`config.mk`:
```
export PLATFORM = sky130hd
export DESIGN_NAME = dcm_match_regs
export DESIGN_NICKNAME = d
export VERILOG_FILES = /design/src/dcm_pkg.sv /design/src/dcm_match_regs.sv
export SDC_FILE = /design/constraint.sdc
export NUM_CORES = 1
export LEC_CHECK = 0
export ABC_AREA = 0
export BUFFER_PORTS_ARGS = -buffer_cell sky130_fd_sc_hd__buf_2
export CAP_MARGIN = 25
export CELL_PAD_IN_SITES_DETAIL_PLACEMENT = 0
export CELL_PAD_IN_SITES_GLOBAL_PLACEMENT = 1
export CORE_MARGIN = 2
export CORE_UTILIZATION = 47
export CTS_CLUSTER_SIZE = 28
export DETAILED_ROUTE_END_ITERATION = 6
export PLACE_DENSITY = 0.94
export SLEW_MARGIN = 20
export SYNTH_ARGS = -nofsm -noshare
export SYNTH_HDL_FRONTEND = slang
export SYNTH_SLANG_ARGS = --single-unit
```
`constraint.sdc`:
```
create_clock -name clock -period 4.6 [get_ports clock]
set_input_delay 0.46 -clock clock [delete_from_list [all_inputs] [get_ports clock]]
set_output_delay 0.46 -clock clock [all_outputs]
set_load 0.05 [all_outputs]
```
`src/dcm_pkg.sv`:
```
/*
  Package for the debug comparator match registers: register indexes and
  byte addresses, reset values, selector codes and widths.
  Assumes a 32-bit APB slave where each register is one aligned word.
*/
`default_nettype none

package dcm_pkg;

  // Register indexes; byte address is four times the index
  localparam logic [5:0] IDX_ADDR_MID      = 6'h2A;
  localparam logic [5:0] IDX_ADDR_LOW      = 6'h2B;
  localparam logic [5:0] IDX_DATA_HIGH     = 6'h2C;
  localparam logic [5:0] IDX_DATA_LOW      = 6'h2D;
  localparam logic [5:0] IDX_DATA_HIGH_MSK = 6'h2E;
  localparam logic [5:0] IDX_DATA_LOW_MSK  = 6'h2F;

  localparam logic [7:0] BA_ADDR_MID      = {IDX_ADDR_MID, 2'h0};
  localparam logic [7:0] BA_ADDR_LOW      = {IDX_ADDR_LOW, 2'h0};
  localparam logic [7:0] BA_DATA_HIGH     = {IDX_DATA_HIGH, 2'h0};
  localparam logic [7:0] BA_DATA_LOW      = {IDX_DATA_LOW, 2'h0};
  localparam logic [7:0] BA_DATA_HIGH_MSK = {IDX_DATA_HIGH_MSK, 2'h0};
  localparam logic [7:0] BA_DATA_LOW_MSK  = {IDX_DATA_LOW_MSK, 2'h0};

  // Widths
  localparam int APB_ADDR_W = 8;
  localparam int APB_DATA_W = 32;
  localparam int REG_W      = 8;
  localparam int NUM_CMP    = 3;

  // Reset values
  localparam logic [7:0]  RST_ADDR_BYTE = 8'h00;
  localparam logic [7:0]  RST_DATA_BYTE = 8'h00;
  localparam logic [7:0]  RST_MASK_BYTE = 8'h00;
  localparam logic [31:0] RST_RDATA     = 32'h0000_0000;

  // Comparator selector codes
  typedef enum logic [1:0] {
    VIEW_A    = 2'b00,
    VIEW_B    = 2'b01,
    VIEW_C    = 2'b10,
    VIEW_NONE = 2'b11
  } dcm_view_t;

endpackage : dcm_pkg

`default_nettype wire

```
`src/dcm_match_regs.sv`:
```
/*
  Debug comparator match registers: address mid/low bytes for comparators
  A, B and C behind a selector window, data and data mask bytes for
  comparator A, and the registered match outputs.
  Assumes the selector, armed and tag-select levels come from logic on the
  same clock, and that the monitored bus is synchronous to that clock.
*/
// Function
// Mid byte of selected comparator holds expected address bits 15..8.
// Low byte of selected comparator holds expected address bits 7..0.
// Address compare bit one demands one on the bus, zero demands zero.
// Address mid/low readable any time, showing the selected comparator.
// Address compare writes land only while the debug module is unarmed.
// Data and mask bytes read only when selector is 00.
// Data and mask writes land only with selector 00 and module unarmed.
// Data high byte gives expected data bits 15..8.
// Data low byte gives expected data bits 7..0.
// A data bit joins the match only when its mask bit is one.
// Only comparator A stores data and mask; others never compare data.
// Comparator A compares data only with tag select clear.
// High mask byte selects which data bits 15..8 are checked.
// Low mask byte selects which data bits 7..0 are checked.
// Mask zero accepts any data value, mask one demands equality.
// Selector 00/01/10 exposes A/B/C; 11 exposes no comparator.
// With tag select set, match only when the tagged opcode executes.
// A matches when address and masked data agree in one bus cycle.
`timescale 1ns/1ps
`default_nettype none

module dcm_match_regs (
  // Clock and reset
  input  wire logic                         clock,
  input  wire logic                         rst,
  // APB slave
  input  wire logic                         psel,
  input  wire logic                         penable,
  input  wire logic                         pwrite,
  input  wire logic [dcm_pkg::APB_ADDR_W-1:0] paddr,
  input  wire logic [dcm_pkg::APB_DATA_W-1:0] pwdata,
  output logic      [dcm_pkg::APB_DATA_W-1:0] prdata,
  output logic                              pready,
  output logic                              pslverr,
  // Debug control state
  input  wire logic [1:0]                   comparatorViewSelect,
  input  wire logic                         debugArmed,
  input  wire logic [dcm_pkg::NUM_CMP-1:0]  tagSelect,
  // Monitored CPU bus
  input  wire logic                         busValid,
  input  wire logic [15:0]                  busAddr,
  input  wire logic [15:0]                  busData,
  input  wire logic                         opcodeExecute,
  // Match results
  output logic      [dcm_pkg::NUM_CMP-1:0]  match
);

  logic [7:0]  addrMid [dcm_pkg::NUM_CMP];
  logic [7:0]  addrLow [dcm_pkg::NUM_CMP];
  logic [7:0]  dataHigh;
  logic [7:0]  dataLow;
  logic [7:0]  dataHighMask;
  logic [7:0]  dataLowMask;
  logic [dcm_pkg::NUM_CMP-1:0] tagPending;
  logic [dcm_pkg::NUM_CMP-1:0] addrHit;
  logic [dcm_pkg::NUM_CMP-1:0] next_match;
  logic [31:0] next_prdata;
  logic        next_pslverr;
  logic        setup;
  logic        writeDone;
  logic        viewValid;
  logic        viewA;
  logic        addrWriteOk;
  logic        dataWriteOk;
  logic        dataOk;
  logic        mapped;

  assign setup       = psel && !penable;
  assign writeDone   = psel && penable && pready && pwrite;
  assign viewValid   = comparatorViewSelect != dcm_pkg::VIEW_NONE;
  assign viewA       = comparatorViewSelect == dcm_pkg::VIEW_A;
  assign addrWriteOk = writeDone && !debugArmed && viewValid;
  assign dataWriteOk = writeDone && !debugArmed && viewA;
  assign mapped      = paddr == dcm_pkg::BA_ADDR_MID || paddr == dcm_pkg::BA_ADDR_LOW
                    || paddr == dcm_pkg::BA_DATA_HIGH || paddr == dcm_pkg::BA_DATA_LOW
                    || paddr == dcm_pkg::BA_DATA_HIGH_MSK
                    || paddr == dcm_pkg::BA_DATA_LOW_MSK;

  // One wait-free access: ready rises in the access phase only
  always_ff @(posedge clock or posedge rst) begin
    if (rst) begin
      pready  <= 1'b0;
      prdata  <= dcm_pkg::RST_RDATA;
      pslverr <= 1'b0;
    end else begin
      pready  <= setup;
      prdata  <= setup ? next_prdata : dcm_pkg::RST_RDATA;
      pslverr <= setup && next_pslverr;
    end
  end

  // Read mux; gated registers read as zero rather than erroring
  always_comb begin
    next_prdata  = dcm_pkg::RST_RDATA;
    next_pslverr = !mapped;
    if (!pwrite) begin
      case (paddr)
        dcm_pkg::BA_ADDR_MID: begin
          if (viewValid) next_prdata = {24'h000000, addrMid[comparatorViewSelect]};
        end
        dcm_pkg::BA_ADDR_LOW: begin
          if (viewValid) next_prdata = {24'h000000, addrLow[comparatorViewSelect]};
        end
        dcm_pkg::BA_DATA_HIGH: begin
          if (viewA) next_prdata = {24'h000000, dataHigh};
        end
        dcm_pkg::BA_DATA_LOW: begin
          if (viewA) next_prdata = {24'h000000, dataLow};
        end
        dcm_pkg::BA_DATA_HIGH_MSK: begin
          if (viewA) next_prdata = {24'h000000, dataHighMask};
        end
        dcm_pkg::BA_DATA_LOW_MSK: begin
          if (viewA) next_prdata = {24'h000000, dataLowMask};
        end
        default: begin
          next_prdata = dcm_pkg::RST_RDATA;
        end
      endcase
    end
  end

  // Address compare bytes, one pair per comparator
  always_ff @(posedge clock or posedge rst) begin
    if (rst) begin
      for (int i = 0; i < dcm_pkg::NUM_CMP; i++) begin
        addrMid[i] <= dcm_pkg::RST_ADDR_BYTE;
        addrLow[i] <= dcm_pkg::RST_ADDR_BYTE;
      end
    end else if (addrWriteOk) begin
      if (paddr == dcm_pkg::BA_ADDR_MID) begin
        addrMid[comparatorViewSelect] <= pwdata[7:0];
      end
      if (paddr == dcm_pkg::BA_ADDR_LOW) begin
        addrLow[comparatorViewSelect] <= pwdata[7:0];
      end
    end
  end

  // Data and mask bytes exist for comparator A alone
  always_ff @(posedge clock or posedge rst) begin
    if (rst) begin
      dataHigh     <= dcm_pkg::RST_DATA_BYTE;
      dataLow      <= dcm_pkg::RST_DATA_BYTE;
      dataHighMask <= dcm_pkg::RST_MASK_BYTE;
      dataLowMask  <= dcm_pkg::RST_MASK_BYTE;
    end else if (dataWriteOk) begin
      case (paddr)
        dcm_pkg::BA_DATA_HIGH:     dataHigh     <= pwdata[7:0];
        dcm_pkg::BA_DATA_LOW:      dataLow      <= pwdata[7:0];
        dcm_pkg::BA_DATA_HIGH_MSK: dataHighMask <= pwdata[7:0];
        dcm_pkg::BA_DATA_LOW_MSK:  dataLowMask  <= pwdata[7:0];
        default: begin
          dataHigh <= dataHigh;
        end
      endcase
    end
  end

  // Exact bitwise equality on the sixteen address bits
  always_comb begin
    for (int i = 0; i < dcm_pkg::NUM_CMP; i++) begin
      addrHit[i] = busValid && (busAddr == {addrMid[i], addrLow[i]});
    end
  end

  // Mask zero lets a bit pass, mask one demands equality
  assign dataOk = ((busData ^ {dataHigh, dataLow}) & {dataHighMask, dataLowMask})
                  == 16'h0000; // see R10

  // Forced matches fire on the bus cycle; tagged ones wait for execution
  always_comb begin
    for (int i = 0; i < dcm_pkg::NUM_CMP; i++) begin
      next_match[i] = tagSelect[i] ? (tagPending[i] && opcodeExecute)
                                   : addrHit[i];
    end
    // Data only qualifies A, and only in the untagged case
    if (!tagSelect[0]) begin
      next_match[0] = addrHit[0] && dataOk; // see R12
    end
  end

  // Tag is held until the opcode executes; a new fetch in that cycle re-tags
  always_ff @(posedge clock or posedge rst) begin
    if (rst) begin
      tagPending <= '0;
    end else begin
      for (int i = 0; i < dcm_pkg::NUM_CMP; i++) begin
        if (!tagSelect[i]) begin
          tagPending[i] <= 1'b0;
        end else if (addrHit[i]) begin
          tagPending[i] <= 1'b1;
        end else if (opcodeExecute) begin
          tagPending[i] <= 1'b0;
        end
      end
    end
  end

  always_ff @(posedge clock or posedge rst) begin
    if (rst) begin
      match <= '0;
    end else begin
      match <= next_match;
    end
  end
endmodule : dcm_match_regs

`default_nettype wire

```
==> results_dict.tcl, run 1 <==
set metrics [dict create \
    ios 122 \
    drc 0 \
    post-place-ws_ns 2.11 \
    mean_syn_cell_area_sq_um 12.5 \
    setup_ws_ns 2.46 \
    clk_pin_slew_ns 0.07 \
    core_area_sq_um 11300 \
    critPathSlowestCell "nor4_4" \
    post_layout_nonfiller_instances 645 \
    hp-class "in -> async" \
    synth.yosys.seq_area_share_pct 44.6 \
    layout_worst_path_cycle_share_pct 46.5 \
    detail-route-antenna-nets 0 \
    grt_first_pass_wirelength_microns 21100 \
    placed_cells 629 \
    detailroute.via_count 3689 \
    setup_viol 0 \
    ctsRootBufferMaster "clkbuf_16" \
    worst_slew_pin_slew_ns 1.03 \
    placementRows 39 \
    finish.net_count 582 \
    grt_setup_unrepaired "no" \
    cts.sinks 96 \
    floorplan.initialDensity_pct 47.6 \
    share_of_post_route_cells_with_drive_strength_above_1_pct 39.0 \
    setup_tns_ns 0 \
    detailedRoute.firstPassIterationCount 4 \
    worst-r2r-cell-count 5 \
    routed_wl_microns 13100 \
    placement.io_buffers 73 \
    post-route-min-period_ns 2.14 \
    gp_congestion 0.886 \
    worst-setup-path-type "in -> reg" \
    yosys-top-cells-area "dfrtp_1, mux2_2, xnor2_1" \
    ctsResizeCount 0 \
    cts_setup_buffers 0 \
    globalRouteTotalUtil_pct 22.1 \
    cp.required_ns 4.84 \
    grt-ovfl-total 0 \
    run_status "complete, no violations" \
    area.sequential_sq_um 2400 \
    maxcap_violations 0 \
    cts.hold.buffers_added 0 \
    worst_ir_drop_vdd_uv 158 \
    ys_dominant_reg_cell "dfrtp_1" \
    power_density_nw_per_um2 295 \
    critical_path.max_fanout 20 \
    total_leakage_power_uw 0.00295 \
    first_global_vias 3752 \
    slew-limit-headroom_pct 29.8 \
    postSynth.asyncResetShare_pct 100 \
    final_cell_mix "dfrtp_1, mux2_2, buf_2" \
    chipWidth_microns 111 \
    synthDistinctLibCells 47 \
    die_area_sq_um 12300 \
    post_drt_wl_per_cell_microns 20.4 \
    mostFrequentLayoutCell "dfrtp_1" \
    via_per_inst 5.72 \
    critPathArrivalTime_ns 2.38 \
    max-clock-path-buffers 2 \
    timing.clock.skew_ns 0.00701 \
    drt_iter0_markers 271 \
    ys_ff_latch 96 \
    multiInputGateArea_sq_um 2770 \
    n_antenna_cell 0 \
    critPathCaptureType "register" \
    clock_network_latency_to_the_later_pin_of_the_worst_skew_pair_ns 0.35 \
    critical_path.cell_chain "buf_2, nor4_4, nand2_4, nor3_4, mux2_2" \
    tritoncts "yes" \
    synth.largest_area_cell "dfrtp_1" \
    finalHoldViolations 0 \
    dp.final_hpwl_microns 9550 \
    area_grow_syn2layout_pct 13.1 \
    synthCells 430 \
    synth_enable_flop_cells 0 \
    grt_max_degree 38 \
    post_synth_instance_area_sq_um 5390 \
    cell_area_after_placement_sq_um 5790 \
    finish.utilization_pct 53.8 \
    number_of_buffers_inserted_during_clock_tree_synthesis 9 \
    stdcell_area_sq_um 6090 \
    filler_cell_count 950 \
    ctsHtreeMaxLevel 3 \
    synth_warnings 0 \
    start_kind "primary input" \
    cpPeakStageDelay_ns 0.59 \
    fmax_mhz 468 \
    synthDominantCellAreaShare_pct 44.6 \
    die_height_microns 111 \
    final_max_slew_viol_count 0 \
    antenna_found_initial 0 \
]
worst max-delay path: cells and delay by family:
family	cells	cell delay, ns
mux	1	0.40
simple gates	3	1.20
buf+inv	1	0.31
worst paths after layout:
kind                                    startpoint  slack, ns           to
hold reg to reg                      tagPending[1]       0.52     match[1]
setup reg to reg                       dataHigh[4]       2.49     match[0]
setup / recovery           comparatorViewSelect[1]       2.46   dataLow[5]
max in group asynchronous                      rst       3.66     match[1]
hold / removal                                 rst       0.11  addrMid[21]
min in group clock                    tagSelect[2]       0.32     match[2]
cells by family after synthesis:
| kind of cell | synth area share, % |
|---|---|
| muxes | 23.0 |
| AOI/OAI and AO/OA | 6.83 |
| DFF | 44.6 |
| other | 0.0696 |
| and+or+nand+nor | 9.40 |
| xor gates and xnor gates | 10.4 |
| buffers and inverters | 5.69 |
sequential cells by signal, indices dropped and copies added (netlist names):
register      cells
addrLow          24
addrMid          24
dataHighMask      8
dataHigh          8
dataLowMask       8
dataLow           8
prdata            8
match             3
tagPending        3
pready            1
pslverr           1
synthesized netlist by cell type, types with 3 or more instances:
cell type   n
nor3_4      6
nor2_1      3
inv_1      11
xnor2_1    48
nor4_1      3
o22ai_1     8
mux2_2     78
nand4_1    10
dfrtp_1    96
a22oi_1    14
mux4_2      8
xor2_1     16
buf_1       9
nand3_1     9
and2_1     11
mux2i_1    16
buf_2       8
o2bb2ai_1  16
buf_4      25
metrics by stage:
step                hold slack (ns)  total power, uW
floorplan                     0.481              998
global placement              0.494             1040
detailed placement            0.487             1050
CTS                           0.122             1800
global route                  0.146             1850
finish                        0.105             1800
power breakdown:
| part | internal, uW | switching, uW |
|---|---|---|
| combinational | 50.7 | 134 |
| clock | 427 | 342 |
| sequential | 845 | 0.964 |
| total | 1320 | 477 |
final cells by class:
| class | instances | share of cell area [%] |
|---|---|---|
| Clock buffer | 9 | 3.70 |
| Clock inverter | 7 | 1.27 |
| Inverter | 11 | 0.698 |
| Multi-Input combinational cell | 303 | 45.4 |
| Sequential cell | 96 | 39.4 |
| Tap cell | 143 | 2.94 |
| Timing Repair Buffer | 76 | 6.57 |
routing by layer:
| layer | wire (microns) | global-route usage [%] |
|---|---|---|
| met1 | 5460 | 30.2 |
| met2 | 6330 | 35.3 |
| met3 | 948 | 3.44 |
| met4 | 401 | 9.38 |
| met5 | 0 | 0 |
(Power assumes the default switching activity.)
==> inputs of run 2 (changes only) <==
--- a/config.mk
+++ b/config.mk
@@ -11,10 +11,10 @@
 export CELL_PAD_IN_SITES_DETAIL_PLACEMENT = 0
 export CELL_PAD_IN_SITES_GLOBAL_PLACEMENT = 1
 export CORE_MARGIN = 2
-export CORE_UTILIZATION = 47
+export CORE_UTILIZATION = 43
 export CTS_CLUSTER_SIZE = 28
 export DETAILED_ROUTE_END_ITERATION = 6
-export PLACE_DENSITY = 0.94
+export PLACE_DENSITY = 0.88
 export SLEW_MARGIN = 20
 export SYNTH_ARGS = -nofsm -noshare
 export SYNTH_HDL_FRONTEND = slang
==> constraint.sdc (replaced) <==
create_clock -name clock -period 2.1 [get_ports clock]
set_input_delay 0.21 -clock clock [delete_from_list [all_inputs] [get_ports clock]]
set_output_delay 0.21 -clock clock [all_outputs]
set_load 0.05 [all_outputs]
==> run 2 against run 1 <==
Compared with the run above:
- combinational power up 120%
- worst setup slack worse by 2.4 ns
- critical path depth up 1
- power up 120%
- clock power up 120%
- die area up 9.0%
- first-iteration DRC count down 27%
- via count up 0.35%
- largest power group unchanged
==> results_dict.tcl, run 2 (synthesized netlist as in run 1, its figures left out) <==
set metrics [dict create \
    clock_network_latency_to_the_later_pin_of_the_worst_skew_pair_ns 0.35 \
    cts_setup_buffers 0 \
    top_regs "addrLow (24), addrMid (24)" \
    grt_setup_unrepaired "no" \
    cts.sinks 96 \
    hp-class "in -> reg" \
    maxcap_violations 0 \
    worst_slew_pin_slew_ns 0.692 \
    power_density_nw_per_um2 631 \
    dp.final_hpwl_microns 9740 \
    ctsHtreeMaxLevel 3 \
    globalRouteTotalUtil_pct 21.0 \
    max-clock-path-buffers 2 \
    clk_pin_slew_ns 0.07 \
    die_height_microns 116 \
    mostFrequentLayoutCell "dfrtp_1" \
    share_of_post_route_cells_with_drive_strength_above_1_pct 40.8 \
    post_drt_wl_per_cell_microns 19.5 \
    ios 122 \
    total_leakage_power_uw 0.00303 \
    worst-path-stages 6 \
    critPathCaptureType "register" \
    number_of_buffers_inserted_during_clock_tree_synthesis 9 \
    finish.net_count 599 \
    critical_path.cell_chain "xor2_1, a22oi_1, nand3_1, a2111oi_0, buf_4, a32o_1" \
    critical_path.max_fanout 3 \
    cpPeakStageDelay_ns 0.63 \
    grt_first_pass_wirelength_microns 20900 \
    filler_cell_count 1089 \
    ctsRootBufferMaster "clkbuf_16" \
    via_per_inst 5.39 \
    grt-ovfl-total 0 \
    detailroute.via_count 3702 \
    timing.clock.skew_ns 0.00858 \
    worst_path_dominant_cell_family "compound AO/OA/AOI/OAI gates" \
    setup_tns_ns 0 \
    tritoncts "yes" \
    start_kind "register" \
    multiInputGateArea_sq_um 2770 \
    layout_worst_path_cycle_share_pct 95.7 \
    final_cell_mix "dfrtp_1, mux2_2, buf_2" \
    placement.io_buffers 73 \
    final_max_slew_viol_count 0 \
    worst-r2r-cell-count 6 \
    post-place-ws_ns 0.218 \
    floorplan.initialDensity_pct 44.5 \
    crit_buf_inv 1 \
    die_area_sq_um 13400 \
    worst-setup-path-type "reg -> reg" \
    run_status "complete, no violations" \
    fmax_mhz 497 \
    antenna_found_initial 0 \
    area_grow_syn2layout_pct 16.2 \
    timing.hold.worst_path_depth 2 \
    first_global_vias 3753 \
    grt_max_degree 78 \
    chipWidth_microns 116 \
    cp.required_ns 2.39 \
    area.sequential_sq_um 2400 \
    drt_iter0_markers 199 \
    core_area_sq_um 12100 \
    worst_ir_drop_vdd_uv 383 \
    finalHoldViolations 0 \
    critPathArrivalTime_ns 2.30 \
    fin_total_pwr_uw 3950 \
    drc 0 \
    post-route-min-period_ns 2.01 \
    detailedRoute.firstPassIterationCount 4 \
    n_antenna_cell 0 \
    setup_ws_ns 0.0898 \
    routed_wl_microns 13400 \
    detail-route-antenna-nets 0 \
    placementRows 40 \
    critPathSlowestCell "a2111oi_0" \
    gp_congestion 0.876 \
    setup_viol 0 \
    slew-limit-headroom_pct 52.7 \
]
==> run 2: what timing repair did <==
| item | 4_1_cts | 5_1_grt |
|---|---|---|
| endpoints found under the hold margin | 19 | 0 |
| hold buffers | 1 | 0 |
| resized for setup | 0 | 0 |
==> run 2: final cells by class <==
cell class	instances	area share, %
Clock inverter	6	1.06
Multi-Input combinational cell	303	44.2
Tap cell	168	3.36
Inverter	11	0.720
Timing Repair Buffer	93	8.47
Clock buffer	10	3.82
Sequential cell	96	38.4
==> run 2: where the power goes <==
| part | switching (uW) | internal, uW | total, uW | leakage (uW) |
|---|---|---|---|---|
| Sequential | 2.04 | 1850 | 1850 | 0.00134 |
| Combinational | 294 | 121 | 415 | 0.00155 |
| Clock | 726 | 957 | 1680 | 0.000141 |
| Total | 1020 | 2930 | 3950 | 0.00303 |
==> run 2: path summary, 6_finish.rpt <==
kind | slack (ns) | endpoint | start
max in group asynchronous | 0.96 | addrLow[19] | rst
max | 0.09 | match[0] | dataLow[0]
max reg2reg | 0.09 | match[0] | dataLow[0]
min in group asynchronous | 0.41 | dataLowMask[5] | rst
min reg2reg | 0.52 | match[2] | tagPending[2]
min | 0.07 | match[1] | tagSelect[1]
==> run 2: metal layers <==
| metal | part of all wire (%) | vias up | wire [microns] | global-route usage (%) |
|---|---|---|---|---|
| li1 | - | 1681 | - | - |
| met1 | 43 | 1861 | 5810 | 28.5 |
| met2 | 48 | 138 | 6440 | 33.3 |
| met3 | 6.5 | 22 | 870 | 5.13 |
| met4 | 2.0 | 0 | 264 | 6.83 |
| met5 | 0 | - | 0 | 0 |
==> run 2: through the flow <==
step	instance area (sq um)	util [%]	hold WS, ns	instances
5_1_grt	6260	51.7	0.0705	687
3_3_place_gp	5940	49.1	0.247	670
2_1_floorplan	5480	-	0.317	453
4_1_cts	6260	51.7	0.0733	687
6_report	6260	51.7	0.0703	687
3_5_place_dp	5940	49.1	0.253	670
==> run 2: worst reg2reg max path, stage by stage, from the launching register on <==
cell and delay (ns):
dfrtp_1 0.40, xor2_1 0.17, a22oi_1 0.28, nand3_1 0.13, a2111oi_0 0.63, buf_4 0.23
a32o_1 0.11
==> inputs of run 3 (changes only) <==
--- a/config.mk
+++ b/config.mk
@@ -14,7 +14,8 @@
 export CORE_UTILIZATION = 43
 export CTS_CLUSTER_SIZE = 28
 export DETAILED_ROUTE_END_ITERATION = 6
-export PLACE_DENSITY = 0.88
+export GPL_TIMING_DRIVEN = 0
+export PLACE_DENSITY_LB_ADDON = 0.1
 export SLEW_MARGIN = 20
 export SYNTH_ARGS = -nofsm -noshare
 export SYNTH_HDL_FRONTEND = slang
==> run 3 against run 2 <==
Compared with the run above:
- hold slack got worse by 0.0065 ns
- die area unchanged
- wire length increased by 4.9%
- critical path depth is 1 lower
- cell count grew 3.2%
- combinational power rose by 11%
==> results_dict.tcl, run 3 (synthesized netlist as in run 1, its figures left out) <==
set metrics [dict create \
    run_status "complete, no violations" \
    setup_viol 0 \
    globalRouteTotalUtil_pct 22.3 \
    detail-route-antenna-nets 0 \
    ctsRootBufferMaster "clkbuf_16" \
    critPathCaptureType "register" \
    worst_slew_pin_slew_ns 0.829 \
    timing.clock.skew_ns 0.00533 \
    final_max_slew_viol_count 0 \
    critPathArrivalTime_ns 2.20 \
    maxcap_violations 0 \
    core_area_sq_um 12100 \
    ios 122 \
    grt_max_degree 29 \
    final_cell_mix "dfrtp_1, mux2_2, buf_2" \
    finalHoldViolations 0 \
    tritoncts "yes" \
    drt_iter0_markers 167 \
    ctsHtreeMaxLevel 3 \
    grt_first_pass_wirelength_microns 21800 \
    routed_wl_microns 14000 \
    post_drt_wl_per_cell_microns 19.8 \
    detailroute.via_count 3696 \
    finish.net_count 621 \
    dp.final_hpwl_microns 10500 \
    post_layout_nonfiller_instances 709 \
    post-route-min-period_ns 1.95 \
    antenna_found_initial 0 \
    critical_path.max_fanout 8 \
    finish.utilization_pct 52.8 \
    setup_tns_ns 0 \
    drc 0 \
    max-clock-path-buffers 2 \
    start_kind "register" \
    chipWidth_microns 116 \
    worst-setup-path-type "reg -> reg" \
    hold_slack_ns 0.0638 \
    die_area_sq_um 13400 \
    via_per_inst 5.21 \
    worst_ir_drop_vdd_uv 368 \
    slew-limit-headroom_pct 44.5 \
    hp-class "in -> reg" \
    detailedRoute.firstPassIterationCount 4 \
    power_density_nw_per_um2 603 \
    number_of_buffers_inserted_during_clock_tree_synthesis 9 \
    cp.required_ns 2.34 \
    placement.io_buffers 65 \
    fmax_mhz 512 \
    first_global_vias 3724 \
    fin_total_pwr_uw 3860 \
    grt-ovfl-total 0 \
    area_grow_syn2layout_pct 18.6 \
    n_antenna_cell 0 \
    layout_worst_path_cycle_share_pct 93.1 \
    total_leakage_power_uw 0.00312 \
    clock_network_latency_to_the_later_pin_of_the_worst_skew_pair_ns 0.35 \
    top_regs "addrLow (24), addrMid (24)" \
    cts.sinks 96 \
    floorplan.initialDensity_pct 44.5 \
    placementRows 40 \
    placed_cells 689 \
    grt_setup_unrepaired "no" \
    gp_congestion 0.841 \
    clk_pin_slew_ns 0.07 \
    mostFrequentLayoutCell "dfrtp_1" \
    share_of_post_route_cells_with_drive_strength_above_1_pct 41.4 \
    die_height_microns 116 \
]
## run 3: changes by cell type in the layout (fill, tap and decap cells not counted), sizes merged
| cell | delta |
|---|---|
| buf | +21 |
| clkinv | +3 |
| bufinv | -1 |
| clkinvlp | -1 |
## run 3: worst max-delay path: stages (launching register included)
cell,delay [ns]
dfrtp_1,0.38
nand4b_4,0.13
nor2_1,0.19
nand3b_1,0.21
nor3_4,0.52
mux2_2,0.40
## run 3: path summary, 6_finish.rpt
path / from / endpoint / slack, ns / cells after the start
worst max register to register: pready / addrLow[7] / 0.15 / 5
min in group asynchronous: rst / addrLow[14] / 0.42 / 3
max in group asynchronous: rst / dataLow[2] / 0.97 / 5
worst min-delay path: tagSelect[1] / match[1] / 0.06 / 2
worst min register to register: tagPending[2] / match[2] / 0.52 / 2
worst max-delay path: pready / addrLow[7] / 0.15 / 5
## run 3: stage by stage
step	setup WS (ns)	instance area, sq um
finish	0.145	6390
global route	0.0347	6390
CTS	0.00805	6360
detailed placement	-0.132	6070
global placement	-0.119	6010
floorplan	0.0172	5480
## run 3: layout make-up
type | count | area, sq um
multi-input combinational | 303 | 2770
fill | 1140 | 5720
clock inverter | 7 | 47.5
sequential | 96 | 2400
tap | 168 | 210
inverter | 11 | 45.0
timing repair buffer | 72 | 430
clock buffer | 9 | 225
buffer | 43 | 265
## run 3: per-layer routing
layer / up-vias / GRT usage (%) / share of wire, %
li1: 1729 / - / -
met1: 1830 / 32.5 / 47
met2: 123 / 34.2 / 45
met3: 14 / 3.87 / 7.0
met4: 0 / 6.90 / 1.3
met5: - / 0 / 0
## run 3: repair_timing
action                                  4_1_cts  5_1_grt
hold endpoints to repair                     17        0
gates resized for setup                       0        1
hold buffers                                  1        0
endpoints found under the setup margin        8       17
pin swaps                                     1        2
buffers inserted                              0        3
## run 3: report_power, final
part	total, uW	internal, uW	switching [uW]	leakage [uW]
logic	460	152	308	0.00165
registers	1850	1850	2.00	0.00134
clock network	1540	802	741	0.000132
total	3860	2810	1050	0.00312
